[config.mk]
export PLATFORM = sky130hd
export DESIGN_NAME = srt_exec
export DESIGN_NICKNAME = d
export VERILOG_FILES = /design/src/rtl/srt_pkg.sv /design/src/rtl/srt_acc_shift.sv /design/src/rtl/srt_exec.sv
export VERILOG_INCLUDE_DIRS = /design/src /design/src/rtl
export SDC_FILE = /design/constraint.sdc
export NUM_CORES = 1
export LEC_CHECK = 0
export ABC_AREA = 1
export BUFFER_PORTS_ARGS = -buffer_cell sky130_fd_sc_hd__buf_2
export CAP_MARGIN = 20
export CORE_AREA = 5 5 182 184
export DETAILED_ROUTE_END_ITERATION = 7
export DIE_AREA = 0 0 187 189
export SYNTH_ARGS = -nofsm -noshare
export SYNTH_HDL_FRONTEND = slang
export SYNTH_SLANG_ARGS = --single-unit
[constraint.sdc]
create_clock -name clock -period 3.6 [get_ports clock]
set_input_delay 0.18 -clock clock [delete_from_list [all_inputs] [get_ports clock]]
set_output_delay 0.18 -clock clock [all_outputs]
set_load 0.02 [all_outputs]
[src/rtl/srt_map.svh]
// Purpose: constants for the shift, rotate and table execution unit
// Assumes: 16-bit data path, 24-bit program words
// Notes: definitions only
`ifndef SRT_MAP_SVH
`define SRT_MAP_SVH
`define SRT_DATA_W 16
`define SRT_PROG_W 24
`define SRT_ACC_W 40
`define SRT_ACC_SAT_BIT 31
`define SRT_CYC_ONE 2'd1
`define SRT_CYC_TWO 2'd2
`define SRT_HI_LSB 16
`define SRT_HI_MSB 23
`endif

[src/rtl/srt_pkg.sv]
// Purpose: types for the shift, rotate and table execution unit
// Assumes: srt_map.svh holds the numbers
// Notes: none
`include "srt_map.svh"
package srt_pkg;
    // Operation codes
    typedef enum logic [3:0] {
        SRT_OP_NONE = 4'h0,
        SRT_OP_ROTATE_RIGHT_NO_CARRY = 4'h1,
        SRT_OP_SHIFT_LEFT_REG = 4'h2,
        SRT_OP_SHIFT_LEFT_IMM = 4'h3,
        SRT_OP_ACCUM_SHIFT_REG = 4'h4,
        SRT_OP_ACCUM_SHIFT_IMM = 4'h5,
        SRT_OP_TABLE_READ_HIGH = 4'h6,
        SRT_OP_TABLE_READ_LOW = 4'h7,
        SRT_OP_TABLE_WRITE_HIGH = 4'h8,
        SRT_OP_TABLE_WRITE_LOW = 4'h9,
        SRT_OP_SUBTRACT_WITH_BORROW = 4'ha,
        SRT_OP_SHIFT_LEFT_ONE = 4'hb
    } srt_op_t;
    // Core status flags
    typedef struct packed {
        logic carry;
        logic digit_carry_flag;
        logic negative;
        logic overflow_flag;
        logic zero;
    } srt_flags_t;
    // Accumulator status flags
    typedef struct packed {
        logic accum_a_overflow;
        logic accum_b_overflow;
        logic combined_overflow;
        logic accum_a_saturate;
        logic accum_b_saturate;
        logic combined_saturate;
    } srt_acc_flags_t;
    // Execution state
    typedef enum logic [1:0] {
        SRT_ST_IDLE = 2'b01,
        SRT_ST_TABLE = 2'b10
    } srt_state_t;
endpackage : srt_pkg

[src/rtl/srt_acc_shift.sv]
// Purpose: accumulator arithmetic shift with overflow and saturation status
// Assumes: shift amount signed, positive shifts right
// Notes: purely combinational
`timescale 1ns/1ps
`default_nettype none
`include "srt_map.svh"
module srt_acc_shift
    import srt_pkg::*;
#(
    parameter int ACC_W = `SRT_ACC_W
) (
    input wire logic [ACC_W-1:0] acc_in, // Accumulator value
    input wire logic signed [5:0] amount, // Signed shift amount
    output logic [ACC_W-1:0] acc_out, // Shifted value
    output logic ovf, // Beyond bit 31
    output logic sat // Catastrophic overflow beyond bit 39
);
    logic signed [ACC_W:0] wide;
    logic [5:0] mag;
    // Positive amounts shift right; negative shift left with a guard bit
    always_comb begin
        mag = amount[5] ? 6'(-amount) : 6'(amount);
        if (amount[5]) begin
            wide = $signed({acc_in[ACC_W-1], acc_in}) <<< mag;
        end else begin
            wide = $signed({acc_in[ACC_W-1], acc_in}) >>> mag;
        end
        acc_out = wide[ACC_W-1:0];
        // Top bits not all equal means the value left the 32-bit range
        ovf = ~((&wide[ACC_W-1:`SRT_ACC_SAT_BIT]) | ~(|wide[ACC_W-1:`SRT_ACC_SAT_BIT]));
        // Guard differs from sign: the 40-bit word itself overflowed
        sat = wide[ACC_W] ^ wide[ACC_W-1];
    end
endmodule : srt_acc_shift
`default_nettype wire

[src/rtl/srt_exec.sv]
// Purpose: execute shift, rotate, borrow subtract and table transfer operations
// Assumes: operands arrive with the start strobe; program memory answers in one cycle
// Notes: outputs are registered; busy covers the second cycle of table operations
// Operation
// - Rotate right without carry feeds bit 0 into bit 15 in one cycle and updates only negative and zero.
// - Shift left by a register amount writes the result in one cycle and updates only negative and zero.
// - Shift left by a 5-bit immediate takes one cycle and updates only negative and zero.
// - Accumulator shift by a register amount takes one cycle and updates the selected accumulator's overflow and saturate flags and both combined flags.
// - Accumulator shift by a signed 6-bit immediate takes one cycle and updates the same flags.
// - Table read high puts program bits 23 to 16 in the low byte of the result in two cycles, no flags.
// - Table read low puts program bits 15 to 0 in the result in two cycles, no flags.
// - Table write high puts the source low byte into program bits 23 to 16 in two cycles, no flags.
// - Table write low puts the whole source into program bits 15 to 0 in two cycles, no flags.
`timescale 1ns/1ps
`default_nettype none
`include "srt_map.svh"
module srt_exec
    import srt_pkg::*;
#(
    parameter int DATA_W = `SRT_DATA_W,
    parameter int PROG_W = `SRT_PROG_W,
    parameter int ACC_W = `SRT_ACC_W
) (
    input wire logic clock, // 20 MHz core clock
    input wire logic rst_n, // Asynchronous reset, active low
    input wire logic clk_en, // Freezes all state when low
    input wire logic start, // Operation request pulse
    input wire srt_op_t op, // Operation code
    input wire logic [DATA_W-1:0] source_work_reg, // Source operand
    input wire logic [DATA_W-1:0] base_work_reg, // Base operand
    input wire logic [3:0] amount_reg, // Register shift amount
    input wire logic [4:0] unsigned_imm5, // Immediate shift amount
    input wire logic signed [5:0] signed_imm6, // Immediate accumulator shift
    input wire logic acc_sel, // Zero selects accumulator A
    input wire logic [ACC_W-1:0] acc_a_in, // Accumulator A
    input wire logic [ACC_W-1:0] acc_b_in, // Accumulator B
    input wire srt_flags_t flags_in, // Current core flags
    input wire srt_acc_flags_t acc_flags_in, // Current accumulator flags
    input wire logic [PROG_W-1:0] prog_rdata, // Program word, valid cycle after request
    output logic busy, // Table operation in progress
    output logic done, // Result valid pulse
    output logic [DATA_W-1:0] dest_reg, // Result word
    output logic [ACC_W-1:0] acc_out, // Shifted accumulator
    output logic acc_we, // Accumulator write pulse
    output srt_flags_t flags_out, // Updated core flags
    output srt_acc_flags_t acc_flags_out, // Updated accumulator flags
    output logic prog_re, // Program read pulse
    output logic prog_we, // Program latch write pulse
    output logic [PROG_W-1:0] prog_wdata, // Latch write data
    output logic [PROG_W-1:0] prog_wmask // Latch bit enables
);
    // ------------------------------------------------------------
    // Helpers
    // ------------------------------------------------------------
    function automatic logic is_zero(input logic [DATA_W-1:0] v);
        return ~(|v);
    endfunction : is_zero
    srt_state_t state_ff, nxt_state;
    srt_op_t op_ff, nxt_op;
    logic busy_ff, nxt_busy;
    logic done_ff, nxt_done;
    logic [DATA_W-1:0] dest_ff, nxt_dest;
    logic [ACC_W-1:0] acc_ff, nxt_acc;
    logic acc_we_ff, nxt_acc_we;
    srt_flags_t flags_ff, nxt_flags;
    srt_acc_flags_t aflags_ff, nxt_aflags;
    logic prog_re_ff, nxt_prog_re;
    logic prog_we_ff, nxt_prog_we;
    logic [PROG_W-1:0] wdata_ff, nxt_wdata;
    logic [PROG_W-1:0] wmask_ff, nxt_wmask;
    logic [ACC_W-1:0] sh_acc;
    logic sh_ovf, sh_sat;
    logic signed [5:0] acc_amt;
    logic [DATA_W:0] diff;
    logic [4:0] low_diff;
    // ------------------------------------------------------------
    // Accumulator shifter
    // ------------------------------------------------------------
    // Register amount is treated as a signed 4-bit count, sign extended
    assign acc_amt = (op == SRT_OP_ACCUM_SHIFT_IMM) ? signed_imm6 : 6'($signed(amount_reg));
    srt_acc_shift #(.ACC_W(ACC_W)) u_acc_shift (
        .acc_in(acc_sel ? acc_b_in : acc_a_in),
        .amount(acc_amt),
        .acc_out(sh_acc),
        .ovf(sh_ovf),
        .sat(sh_sat)
    );
    // Borrow subtract: carry is not-borrow, so the subtrahend grows by inverted carry
    assign diff = {1'b0, base_work_reg} - {1'b0, source_work_reg} - {16'h0000, ~flags_in.carry};
    assign low_diff = {1'b0, base_work_reg[3:0]} - {1'b0, source_work_reg[3:0]} - {4'h0, ~flags_in.carry};
    // ------------------------------------------------------------
    // Next-state logic
    // ------------------------------------------------------------
    // Flags default to their inputs so untouched bits pass through unchanged
    always_comb begin
        nxt_state = state_ff;
        nxt_op = op_ff;
        nxt_busy = 1'b0;
        nxt_done = 1'b0;
        nxt_dest = dest_ff;
        nxt_acc = acc_ff;
        nxt_acc_we = 1'b0;
        nxt_flags = flags_ff;
        nxt_aflags = aflags_ff;
        nxt_prog_re = 1'b0;
        nxt_prog_we = 1'b0;
        nxt_wdata = wdata_ff;
        nxt_wmask = wmask_ff;
        case (state_ff)
            SRT_ST_IDLE: begin
                if (start) begin
                    nxt_flags = flags_in;
                    nxt_aflags = acc_flags_in;
                    nxt_op = op;
                    nxt_done = 1'b1;
                    case (op)
                        SRT_OP_ROTATE_RIGHT_NO_CARRY: begin
                            nxt_dest = {source_work_reg[0], source_work_reg[DATA_W-1:1]};
                            nxt_flags.negative = source_work_reg[0];
                            nxt_flags.zero = is_zero(source_work_reg);
                        end
                        SRT_OP_SHIFT_LEFT_REG: begin
                            nxt_dest = base_work_reg << amount_reg;
                            nxt_flags.negative = nxt_dest[DATA_W-1];
                            nxt_flags.zero = is_zero(nxt_dest);
                        end
                        SRT_OP_SHIFT_LEFT_IMM: begin
                            // Amounts of 16 and above clear the word
                            nxt_dest = base_work_reg << unsigned_imm5;
                            nxt_flags.negative = nxt_dest[DATA_W-1];
                            nxt_flags.zero = is_zero(nxt_dest);
                        end
                        SRT_OP_ACCUM_SHIFT_REG, SRT_OP_ACCUM_SHIFT_IMM: begin
                            nxt_acc = sh_acc;
                            nxt_acc_we = 1'b1;
                            if (acc_sel) begin
                                nxt_aflags.accum_b_overflow = sh_ovf;
                                nxt_aflags.accum_b_saturate = acc_flags_in.accum_b_saturate | sh_sat;
                            end else begin
                                nxt_aflags.accum_a_overflow = sh_ovf;
                                nxt_aflags.accum_a_saturate = acc_flags_in.accum_a_saturate | sh_sat;
                            end
                            nxt_aflags.combined_overflow = nxt_aflags.accum_a_overflow | nxt_aflags.accum_b_overflow;
                            nxt_aflags.combined_saturate = nxt_aflags.accum_a_saturate | nxt_aflags.accum_b_saturate;
                        end
                        SRT_OP_TABLE_READ_HIGH, SRT_OP_TABLE_READ_LOW: begin
                            nxt_done = 1'b0;
                            nxt_busy = 1'b1;
                            nxt_prog_re = 1'b1;
                            nxt_state = SRT_ST_TABLE;
                        end
                        SRT_OP_TABLE_WRITE_HIGH: begin
                            nxt_done = 1'b0;
                            nxt_busy = 1'b1;
                            nxt_prog_we = 1'b1;
                            nxt_wdata = {source_work_reg[7:0], 16'h0000};
                            nxt_wmask = 24'hff0000;
                            nxt_state = SRT_ST_TABLE;
                        end
                        SRT_OP_TABLE_WRITE_LOW: begin
                            nxt_done = 1'b0;
                            nxt_busy = 1'b1;
                            nxt_prog_we = 1'b1;
                            nxt_wdata = {8'h00, source_work_reg};
                            nxt_wmask = 24'h00ffff;
                            nxt_state = SRT_ST_TABLE;
                        end
                        SRT_OP_SUBTRACT_WITH_BORROW: begin
                            nxt_dest = diff[DATA_W-1:0];
                            nxt_flags.carry = ~diff[DATA_W];
                            nxt_flags.digit_carry_flag = ~low_diff[4];
                            nxt_flags.negative = diff[DATA_W-1];
                            nxt_flags.overflow_flag = (base_work_reg[DATA_W-1] ^ source_work_reg[DATA_W-1]) &
                                                      (base_work_reg[DATA_W-1] ^ diff[DATA_W-1]);
                            nxt_flags.zero = is_zero(diff[DATA_W-1:0]);
                        end
                        SRT_OP_SHIFT_LEFT_ONE: begin
                            nxt_dest = {source_work_reg[DATA_W-2:0], 1'b0};
                            nxt_flags.carry = source_work_reg[DATA_W-1];
                            nxt_flags.negative = source_work_reg[DATA_W-2];
                            nxt_flags.overflow_flag = source_work_reg[DATA_W-1] ^ source_work_reg[DATA_W-2];
                            nxt_flags.zero = is_zero({source_work_reg[DATA_W-2:0], 1'b0});
                        end
                        default: begin
                            nxt_done = 1'b0;
                        end
                    endcase
                end
            end
            SRT_ST_TABLE: begin
                // Second cycle: program data is back, flags stay as sampled
                nxt_done = 1'b1;
                nxt_state = SRT_ST_IDLE;
                if (op_ff == SRT_OP_TABLE_READ_HIGH) begin
                    nxt_dest = {8'h00, prog_rdata[`SRT_HI_MSB:`SRT_HI_LSB]};
                end else if (op_ff == SRT_OP_TABLE_READ_LOW) begin
                    nxt_dest = prog_rdata[DATA_W-1:0];
                end
            end
            default: begin
                nxt_state = SRT_ST_IDLE;
            end
        endcase
    end
    // ------------------------------------------------------------
    // Registers
    // ------------------------------------------------------------
    always_ff @(posedge clock or negedge rst_n) begin
        if (!rst_n) begin
            state_ff <= SRT_ST_IDLE;
            op_ff <= SRT_OP_NONE;
            busy_ff <= 1'b0;
            done_ff <= 1'b0;
            dest_ff <= 16'h0000;
            acc_ff <= 40'h0000000000;
            acc_we_ff <= 1'b0;
            flags_ff <= 5'h00;
            aflags_ff <= 6'h00;
            prog_re_ff <= 1'b0;
            prog_we_ff <= 1'b0;
            wdata_ff <= 24'h000000;
            wmask_ff <= 24'h000000;
        end else if (clk_en) begin
            state_ff <= nxt_state;
            op_ff <= nxt_op;
            busy_ff <= nxt_busy;
            done_ff <= nxt_done;
            dest_ff <= nxt_dest;
            acc_ff <= nxt_acc;
            acc_we_ff <= nxt_acc_we;
            flags_ff <= nxt_flags;
            aflags_ff <= nxt_aflags;
            prog_re_ff <= nxt_prog_re;
            prog_we_ff <= nxt_prog_we;
            wdata_ff <= nxt_wdata;
            wmask_ff <= nxt_wmask;
        end
    end
    assign busy = busy_ff;
    assign done = done_ff;
    assign dest_reg = dest_ff;
    assign acc_out = acc_ff;
    assign acc_we = acc_we_ff;
    assign flags_out = flags_ff;
    assign acc_flags_out = aflags_ff;
    assign prog_re = prog_re_ff;
    assign prog_we = prog_we_ff;
    assign prog_wdata = wdata_ff;
    assign prog_wmask = wmask_ff;
    // ------------------------------------------------------------
    // Checks
    // ------------------------------------------------------------
    rotate_result_a: assert property (@(posedge clock) disable iff (!rst_n)
        (clk_en && start && state_ff == SRT_ST_IDLE && op == SRT_OP_ROTATE_RIGHT_NO_CARRY) |=>
        (done && dest_reg == {$past(source_work_reg[0]), $past(source_work_reg[DATA_W-1:1])} &&
         flags_out.carry == $past(flags_in.carry)))
        else $error("rotate result or carry wrong");
    shift_reg_flags_a: assert property (@(posedge clock) disable iff (!rst_n)
        (clk_en && start && state_ff == SRT_ST_IDLE && op == SRT_OP_SHIFT_LEFT_REG) |=>
        (done && flags_out.overflow_flag == $past(flags_in.overflow_flag) && flags_out.zero == (dest_reg == 16'h0000)))
        else $error("register shift flags wrong");
    shift_imm_flags_a: assert property (@(posedge clock) disable iff (!rst_n)
        (clk_en && start && state_ff == SRT_ST_IDLE && op == SRT_OP_SHIFT_LEFT_IMM) |=>
        (done && flags_out.carry == $past(flags_in.carry) && flags_out.negative == dest_reg[DATA_W-1]))
        else $error("immediate shift flags wrong");
    acc_shift_once_a: assert property (@(posedge clock) disable iff (!rst_n)
        (clk_en && start && state_ff == SRT_ST_IDLE && op == SRT_OP_ACCUM_SHIFT_REG) |=> (acc_we && done && !busy))
        else $error("accumulator shift not single cycle");
    acc_combined_a: assert property (@(posedge clock) disable iff (!rst_n)
        (clk_en && start && state_ff == SRT_ST_IDLE && op == SRT_OP_ACCUM_SHIFT_IMM) |=> (acc_we && done &&
         acc_flags_out.combined_overflow == (acc_flags_out.accum_a_overflow | acc_flags_out.accum_b_overflow)))
        else $error("combined overflow inconsistent");
    table_read_high_a: assert property (@(posedge clock) disable iff (!rst_n)
        (clk_en && start && state_ff == SRT_ST_IDLE && op == SRT_OP_TABLE_READ_HIGH) ##1 clk_en |=>
        (done && dest_reg == {8'h00, $past(prog_rdata[`SRT_HI_MSB:`SRT_HI_LSB])}))
        else $error("table read high wrong");
    table_read_low_a: assert property (@(posedge clock) disable iff (!rst_n)
        (clk_en && start && state_ff == SRT_ST_IDLE && op == SRT_OP_TABLE_READ_LOW) ##1 clk_en |->
        (prog_re && busy && !done) ##1 (done && flags_out == $past(flags_out)))
        else $error("table read low timing wrong");
    table_write_high_a: assert property (@(posedge clock) disable iff (!rst_n)
        (clk_en && start && state_ff == SRT_ST_IDLE && op == SRT_OP_TABLE_WRITE_HIGH) |=>
        (prog_we && prog_wmask == 24'hff0000 && prog_wdata[23:16] == $past(source_work_reg[7:0])))
        else $error("table write high wrong");
    table_write_low_a: assert property (@(posedge clock) disable iff (!rst_n)
        (clk_en && start && state_ff == SRT_ST_IDLE && op == SRT_OP_TABLE_WRITE_LOW) |=>
        (prog_we && prog_wmask == 24'h00ffff && prog_wdata[15:0] == $past(source_work_reg)))
        else $error("table write low wrong");
    borrow_sub_a: assert property (@(posedge clock) disable iff (!rst_n)
        (clk_en && start && state_ff == SRT_ST_IDLE && op == SRT_OP_SUBTRACT_WITH_BORROW) |=>
        (dest_reg == 16'($past(base_work_reg) - $past(source_work_reg) - {15'h0000, ~$past(flags_in.carry)})))
        else $error("borrow subtract result wrong");
    shift_one_a: assert property (@(posedge clock) disable iff (!rst_n)
        (clk_en && start && state_ff == SRT_ST_IDLE && op == SRT_OP_SHIFT_LEFT_ONE) |=>
        (flags_out.carry == $past(source_work_reg[DATA_W-1]) && dest_reg[0] == 1'b0))
        else $error("single shift carry wrong");
endmodule : srt_exec
`default_nettype wire

Word level (Yosys, flattened, before mapping). Index checks and enable logic that the tools add are counted.

Add/subtract/negate cells: 5. Eq/ne operators: 19. Shifts and indexed selects: 4. Muxes and demuxes: 51. Bitwise logic cells: 20. Reductions and logical operators: 19.

Operators with widths (number): $pmux 24 s2 (2); $pmux 16 s5 (1); $reduce_or 16->1 (4); $mux 16 (3); $mux 41 (1); $sshl 40x6->41 (1); $sshr 40x6->41 (1); $mux 40 (1); $pmux 16 s2 (1); $mux 1 (31); $eq 4x3->1 const B (6); $mux 6 (3); $sub 16x16->17 (1); $sub 17x1->17 (1); $eq 4x4->1 const B (4); $shl 16x4->16 (1); $shl 16x5->16 (1); $reduce_or 15->1 (1); $not 1->1 (10); $pmux 1 s5 (2); $reduce_and 9->1 (1); $reduce_or 9->1 (1); $eq 4x2->1 const B (2); $reduce_and 4->1 (2); other kinds (20) (36).

Flip-flop bits (word level): 126. Input port bits: 171. Word-level logic and storage cells: 140.

Depth between registers and ports, before layout. Gate-level depths: netlist of the first run.

Depth after elaboration: 16. Gate-level depth with buffers: 28.

Modules after synthesis. From an unflattened synthesis of the first run, not the netlist that was laid out.

Cell total of the unflattened synthesis: 2353. Area, all modules: 13405.4 um2.

Modules (own cells, without submodules): srt_exec (times used 1, cells each 1290, area an instance 8623.3 um2); srt_acc_shift (times used 1, cells each 1063, area an instance 4782.1 um2).

Worst setup path after synthesis of the first run. OpenSTA, ideal clock, no wires.

Path kind: in2reg. From: input op[0]. To: register aflags_ff (netlist bit acc_flags_out[3]). Data arrival time: 2583 ps. Slack: 902 ps. Stages: 26. Path buffers: 3. Path through: inv_2 > nor2_4 > buf_4 > nand3_1 > nand2_1 > buf_2 > ha_1 > inv_1 > nand3_1 > nand2_1 > nand2_2 > inv_2 > buf_2 > nand3_1 > nand3_1 > nand2_1 > nand2_1 > nand2_1 > a21oi_2 > nand2_1 > nor2_1 > nand3_1 > nand3_1 > nand2_1 > nor2_1 > nor2_1.

Longest elaborated chain between the ends: 16. Elaborated cells between the ends (all ways): 24.

RTL lines: start: declaration (RTL line srt_exec.sv:28) `input wire srt_op_t op,`; $eq 4x3->1 (RTL line srt_exec.sv:80, srt_exec.sv:116); $mux 6 (RTL line srt_exec.sv:80) `assign acc_amt = (op == SRT_OP_ACCUM_SHIFT_IMM) ? signed_imm6 : 6'($signed(amount_reg));`; $neg 6->6 (RTL line srt_acc_shift.sv:22) `mag = amount[5] ? 6'(-amount) : 6'(amount);`; $mux 6 (RTL line srt_acc_shift.sv:22); $sshr 40x6->41 or $sshl 40x6->41 (tied branches) (RTL line srt_acc_shift.sv:26, srt_acc_shift.sv:24); $mux 41 (RTL line srt_acc_shift.sv:23) `if (amount[5]) begin`; $reduce_or 9->1 (RTL line srt_acc_shift.sv:30) `` ovf = ~((&wide[ACC_W-1:`SRT_ACC_SAT_BIT]) | ~(|wide[ACC_W-1:`SRT_ACC_SAT_BIT])); ``; $not 1->1 (RTL line srt_acc_shift.sv:30); $or 1x1->1 (RTL line srt_acc_shift.sv:30); $not 1->1 (RTL line srt_acc_shift.sv:30); $mux 1 (RTL line srt_exec.sv:136) `if (acc_sel) begin`; $mux 1 (RTL line srt_exec.sv:116) `case (op)`; $mux 1 (RTL line srt_exec.sv:111) `if (start) begin`; $mux 1 (RTL line srt_exec.sv:109) `case (state_ff)`; $or 1x1->1 (RTL line srt_exec.sv:143) `nxt_aflags.combined_overflow = nxt_aflags.accum_a_overflow | nxt_aflags.accum_b_overflow;`; $mux 6 (*) (RTL line srt_exec.sv:116); end signal: assignment (RTL line srt_exec.sv:232) `aflags_ff <= nxt_aflags;`; end: declaration (RTL line srt_exec.sv:66) `srt_acc_flags_t aflags_ff, nxt_aflags;`.

Mark *: on every way between the ends. The rest lies on a longest branch, timed or not. The select of a mux whose other input is x is not followed. A chain may end at the register's enable or synchronous reset.

Worst setup path after layout of the first run.
From: input op[0]. To: register acc_ff[7] (netlist: acc_out[7]).

Longest elaborated chain between the ends: 6. Elaborated cells between the ends (all ways): 10.

RTL lines: $eq 4x3->1 (RTL line srt_exec.sv:80, srt_exec.sv:116); $mux 6 (RTL line srt_exec.sv:80); $neg 6->6 (RTL line srt_acc_shift.sv:22); $mux 6 (RTL line srt_acc_shift.sv:22); $sshr 40x6->41 or $sshl 40x6->41 (tied branches) (RTL line srt_acc_shift.sv:26, srt_acc_shift.sv:24); $mux 41 (RTL line srt_acc_shift.sv:23); end signal: assignment (RTL line srt_exec.sv:229) `acc_ff <= nxt_acc;`; end: declaration (RTL line srt_exec.sv:63) `logic [ACC_W-1:0] acc_ff, nxt_acc;`.

Several ways; a longest one is shown, not always the timed one.

==> impl_metrics.py, run 1 <==
metrics = {
    "sta": {
        "final_max_slew_viol_count": 0,
        "maxSlewHeadroom": 0.4821,
        "min_period_over_period": 0.8148,
        "finalHoldViolCount": 0,
        "setup_slack_ns": 0.6669,
        "whs_ns": 0.1200,
        "skew_ns": 0.01144,
        "worstMarginPinSlew_ns": 0.7760,
        "setup_viol": 0,
        "rsz0062_at_grt": "no",
        "final.setup.tns_ns": 0,
        "max_freq_ghz": 0.3409,
        "period_minus_slack_ns": 2.933,
    },
    "floorplan": {
        "dieArea_um2": 35340,
        "num_rows": 65,
        "start_util": 0.3944,
        "die_y_um": 189,
        "io_pins": 291,
        "coreArea_um2": 31230,
        "die_w_um": 187,
    },
    "worst_setup_path": {
        "critPathCaptureType": "register",
        "worst_setup_path_start_kind": "input pin",
        "crit_type": "in -> reg",
        "cp.arrival_ns": 3.15,
        "cp_max_fo": 71,
        "reg2reg_slack_ns": 1.02,
        "worst-endpoint-required_ns": 3.81,
    },
    "power": {
        "power_frac_comb": 0.590,
        "p_sw_mw": 3.779,
        "internal-power_mw": 3.689,
        "p_leak_nw": 7.730,
        "power.density_nw_per_um2": 516.9,
        "pwr-share-clk": 0.147,
        "ir_drop_mv": 0.3362,
        "p_seq_frac": 0.262,
        "swShare": 0.5060,
    },
    "global_route": {
        "overflow": 0,
        "antenna_found_initial": 4,
        "grt_usage": 0.3028,
        "grt_pass1_wl_um": 85080,
        "grt_pass1_vias": 15010,
        "grt_max_degree": 72,
    },
    "yosys": {
        "synth-async-reset-ratio": 1.000,
        "synth_cells": 2171,
        "yosysMostFrequentCell": "nand2_1",
        "syn_area_um2": 12320,
        "synth_seq_cells": 104,
        "synth_common_cells": "nand2_1 (854), o21ai_0 (222), nand3_1 (172)",
        "synth_edf_count": 0,
        "synth_largest_area_cell": "nand2_1",
        "synth_ff_type": "dfrtp_1",
        "yosys_warnings": 0,
        "avgSynthCellArea_um2": 5.674,
        "synth_seq_area_share": 0.2114,
        "syn-num-nets": 2378,
        "synth.distinct_cells": 55,
        "yosysTopAreaCellShare": 0.2602,
        "synth.area.top_cells": "nand2_1 (26%), dfrtp_1 (21%), o21ai_0 (9.0%), nand3_1 (7.0%), nor2_1 (4.8%)",
    },
    "clocking": {
        "htreeDepth": 3,
        "path_clk_slew_ns": 0.07,
        "cts-resized-gates": 0,
        "tritoncts": "done",
        "clk_latency_ns": 0.37,
        "root_buffer": "clkbuf_16",
        "cts-hold-fix-buffers": 1,
        "postCtsSetupBuffers": 0,
        "clkSinkCount": 104,
        "clock_path_buffers": 2,
        "cts_buffers": 9,
    },
    "drt": {
        "via_count": 15400,
        "drt_pass1_iterations": 6,
        "met3_length_um": 2905,
        "wl_met2_um": 27220,
        "finalWirelength_um": 55390,
        "ant_nets": 0,
        "drt_iter0_drc": 1335,
        "routed.top_layer": "met5",
        "wire_per_inst_um": 19.80,
        "drc_errors": 0,
        "viasPerCell": 5.504,
        "met1Wirelength_um": 21830,
    },
    "job": {
        "drv_cap": 0,
    },
    "layout": {
        "synthToLayoutAreaGrowth_pct": 17.30,
        "drive_gt1_frac": 0.1704,
        "layout.cells.non_filler": 2798,
        "final_net_count": 2597,
        "largest_reg_flops": 40,
        "final_area_um2": 14450,
    },
    "placement": {
        "hpwl_um": 45880,
        "place_area_um2": 14110,
        "dp_cells": 2780,
        "gp_congestion": 0.9774,
        "io_buffer_count": 290,
        "pre_cts_slack_ns": 0.3391,
    },
    "status": {
        "status": "finished, final reports clean",
    },
    "worst_hold_path": {
        "hold_class": "in -> reg",
    },
}
[worst max-delay path, stage by stage]
cell and delay, ns:
buf_2 0.14, inv_2 0.07, nor2_4 0.12, buf_4 0.18
nand3b_1 0.08, nand2_1 0.13, ha_1 0.21, inv_1 0.07
nand3_1 0.09, nand2_1 0.07, nand2_2 0.10, buf_12 0.28
mux2i_1 0.51, nor2_1 0.09, o311ai_0 0.62, a21oi_1 0.14
[per-stage QoR]
stage | total power [mW] | util
after floorplan | 4.843 | -
after global placement | 6.351 | 0.4517
after detailed placement | 6.361 | 0.4517
after CTS | 7.484 | 0.4626
after global routing | 8.000 | 0.4627
final | 7.468 | 0.4627
[final timing paths]
path / start / end / cells after the start
setup / recovery: op[0] / acc_out[7] / 16
hold / removal: prog_rdata[12] / dest_reg[12] / 3
setup reg to reg: state_ff[0] / dest_reg[4] / 8
hold reg to reg: op_ff[0] / op_ff[0] / 2
max in group asynchronous: rst_n / prog_wdata[15] / 3
min in group asynchronous: rst_n / acc_out[20] / 2
[final cells by class]
cell class / count / area (um2)
inverters: 167 / 629.4
fillers: 3534 / 16780
multi-input cells: 1756 / 8346
clock buffers: 10 / 239.0
diodes: 1 / 2.502
flip-flops and latches: 104 / 2604
clock inverters: 6 / 91.34
repair buffers: 352 / 2034
well taps: 402 / 503.0
[layout by cell type (no fill, tap or decap), drive strengths merged, types with 8 or more instances in the layout]
| cell type | synthesis | routed |
|---|---|---|
| nand2 | 867 | 867 |
| buf | 88 | 351 |
| o21ai | 236 | 236 |
| nand3 | 173 | 173 |
| inv | 163 | 164 |
| nor2 | 160 | 160 |
| dfrtp | 103 | 103 |
| a21oi | 83 | 83 |
| a31oi | 41 | 41 |
| ha | 34 | 34 |
| o211ai | 19 | 19 |
| o22ai | 14 | 14 |
| nor3 | 14 | 14 |
| nand4 | 12 | 12 |
| mux2i | 11 | 11 |
| xor2 | 10 | 10 |
| clkbuf | 56 | 10 |
| xnor2 | 8 | 8 |
[layer usage]
| layer | vias to the layer above | track usage |
|---|---|---|
| met5 | - | 0 |
| met4 | 6 | 0.1590 |
| met3 | 156 | 0.04056 |
| met2 | 607 | 0.5409 |
| met1 | 7063 | 0.3546 |
| li1 | 7569 | - |
[power groups by stage]
| stage | registers [mW] | logic [mW] | clock network (mW) |
|---|---|---|---|
| finish | 1.96 | 4.41 | 1.10 |
| global route | 2.03 | 4.80 | 1.17 |
| CTS | 1.96 | 4.40 | 1.12 |
| detailed placement | 1.98 | 4.39 | 0 |
| global placement | 1.97 | 4.38 | 0 |
| floorplan | 2.49 | 2.35 | 0 |
[cells by family after synthesis]
| family | after synthesis | synth area share |
|---|---|---|
| and+or+nand+nor | 1240 | 0.4070 |
| AOI/OAI and AO/OA | 451 | 0.2104 |
| buffers and inverters | 311 | 0.1117 |
| DFF | 104 | 0.2114 |
| adders and majority gates | 36 | 0.03779 |
| xor gates and xnor gates | 18 | 0.01280 |
| muxes | 11 | 0.008939 |
Note: power is estimated with default switching activity, not from simulation.
==> inputs of run 2 (changes only) <==
clock period = 2.65 ns   (was 3.6 ns; I/O delays follow)
==> run 2 against run 1 <==
The run now ends with negative setup slack left. Cell count increased by 13%. Sequential share of layout area down 4.0 points. Global-route usage up 2.6 points. Register-to-register slack worse by 0.61 ns. Utilization grew 13 points. Highest routed layer unchanged.
==> impl_metrics.py, run 2 (synthesis gave the netlist of run 1 again) <==
metrics = {
    "status": {
        "status": "complete, but fails checks",
        "violations": "negative setup slack",
    },
    "floorplan": {
        "die_y_um": 189,
        "start_util": 0.3944,
        "die_w_um": 187,
        "io_pins": 291,
        "dieArea_um2": 35340,
        "num_rows": 65,
        "coreArea_um2": 31230,
    },
    "global_route": {
        "grt_usage": 0.3292,
        "antenna_found_initial": 3,
        "grt_max_degree": 50,
        "grt_pass1_wl_um": 92230,
        "grt_pass1_vias": 16380,
        "overflow": 0,
    },
    "job": {
        "drv_cap": 0,
    },
    "sta": {
        "max_freq_ghz": 0.3751,
        "final_max_slew_viol_count": 0,
        "period_minus_slack_ns": 2.666,
        "skew_ns": 0.008996,
        "setup_slack_ns": -0.01568,
        "setup_viol": 1,
        "worstMarginPinSlew_ns": 0.7179,
        "min_period_over_period": 1.006,
        "finalHoldViolCount": 0,
        "whs_ns": 0.04783,
        "maxSlewHeadroom": 0.5197,
        "rsz0062_at_grt": "yes",
    },
    "layout": {
        "n_antenna_cell": 0,
        "fillerInstances": 3191,
        "final_cell_mix": "nand2_1 (779), buf_4 (368), buf_2 (286)",
        "final_core_util": 0.5931,
        "largest_reg_flops": 40,
        "synthToLayoutAreaGrowth_pct": 50.36,
        "layout.cells.non_filler": 3157,
        "final_net_count": 2957,
        "drive_gt1_frac": 0.3354,
        "final_common_cell": "nand2_1",
    },
    "worst_setup_path": {
        "critPathCaptureType": "register",
        "cp_max_fo": 8,
        "cp.arrival_ns": 2.92,
        "crit_type": "in -> reg",
        "worst_setup_path_start_kind": "input pin",
        "worst-endpoint-required_ns": 2.91,
    },
    "drt": {
        "finalWirelength_um": 63770,
        "wire_per_inst_um": 20.20,
        "via_count": 17230,
        "ant_nets": 0,
        "drt_pass1_iterations": 6,
        "drc_errors": 0,
        "viasPerCell": 5.458,
        "drt_iter0_drc": 1477,
    },
    "placement": {
        "dp_cells": 3098,
        "gp_congestion": 0.9981,
        "io_buffer_count": 290,
        "hpwl_um": 50730,
    },
    "power": {
        "swShare": 0.4900,
        "power.density_nw_per_um2": 635.4,
        "ir_drop_mv": 0.6592,
        "internal-power_mw": 6.002,
        "power_frac_comb": 0.652,
        "p_seq_frac": 0.227,
        "p_leak_nw": 9.848,
        "p_sw_mw": 5.767,
        "pwr-share-clk": 0.120,
    },
    "clocking": {
        "tritoncts": "done",
        "clock_path_buffers": 2,
        "htreeDepth": 3,
        "cts_buffers": 9,
        "path_clk_slew_ns": 0.07,
        "root_buffer": "clkbuf_16",
        "clk_latency_ns": 0.37,
        "clkSinkCount": 104,
    },
    "worst_hold_path": {
        "hold_class": "in -> reg",
    },
}
[run 2: per-stage QoR]
stage	worst slack [ns]	setup TNS, ns	power, mW	cell area [um2]
5_1_grt	-0.1319	-0.4069	12.51	18520
6_report	-0.01568	-0.01568	11.77	18520
3_5_place_dp	-0.5407	-11.16	9.638	16580
2_1_floorplan	0.008415	0	6.580	12320
4_1_cts	-0.02260	-0.02260	11.11	16980
3_3_place_gp	-0.4991	-9.230	9.583	16580
[run 2: area by class of cell]
type / instances / area, um2 / share of cell area
Multi-Input combinational cell: 1757 / 9150 / 0.4940
Clock inverter: 7 / 88.84 / 0.004796
Sequential cell: 104 / 2604 / 0.1406
Tap cell: 402 / 503.0 / 0.02716
Inverter: 167 / 651.9 / 0.03520
Timing Repair Buffer: 711 / 5299 / 0.2861
Clock buffer: 9 / 225.2 / 0.01216
[run 2: worst max-delay path, cell delays in order]
cell and delay (ns):
buf_8 0.08, inv_4 0.03, nor2_4 0.20, buf_6 0.14, buf_6 0.11, buf_4 0.12, nand3_4 0.09, nand2_4 0.10
nand2_4 0.07, nand2_8 0.12, buf_12 0.15, buf_12 0.12, nand2_1 0.07, nand3_2 0.10, nand2_2 0.08, nand2_1 0.07
nand2_1 0.06, nor2_2 0.13, nor2_1 0.05, buf_4 0.15, nand2_1 0.07, nand2_1 0.07, nor2_1 0.16, nand3_2 0.13
nand3_2 0.09, nand2_1 0.06, nor2_1 0.10, nor2_1 0.05
[run 2: worst paths after layout]
check                           startpoint                to  slack, ns  depth (start not counted)
setup reg to reg               state_ff[0]       acc_out[18]       0.41                          9
min in group asynchronous            rst_n       acc_out[25]       0.34                          2
max in group asynchronous            rst_n       dest_reg[5]       1.62                          3
hold reg to reg                    prog_we           prog_we       0.48                          2
hold / removal             acc_flags_in[2]  acc_flags_out[2]       0.05                          3
setup / recovery                     op[0]  acc_flags_out[3]      -0.02                         28
[run 2: layer usage]
layer  up-vias  GRT usage  routed length (um)
li1       8309          -                   -
met1      7938     0.3795               24420
met2       773     0.5983               31200
met3       206    0.03743                3643
met4         6     0.1775                4461
met5         -          0                  47
[run 2: power groups by stage]
stage | logic [mW] | registers, mW | clock network [mW]
after floorplan | 3.20 | 3.38 | 0
after global placement | 6.92 | 2.66 | 0
after detailed placement | 6.94 | 2.69 | 0
after CTS | 7.00 | 2.67 | 1.44
after global routing | 8.23 | 2.77 | 1.51
final | 7.68 | 2.68 | 1.42
[run 2: what timing repair did]
| item | 4_1_cts | 5_1_grt |
|---|---|---|
| gates resized for setup | 19 | 233 |
| hold buffers | 1 | 0 |
| pin swaps | 4 | 66 |
| setup buffers | 0 | 20 |
| gates cloned | 1 | 21 |
| endpoints found under the hold margin | 45 | 0 |
| setup endpoints to repair | 9 | 33 |
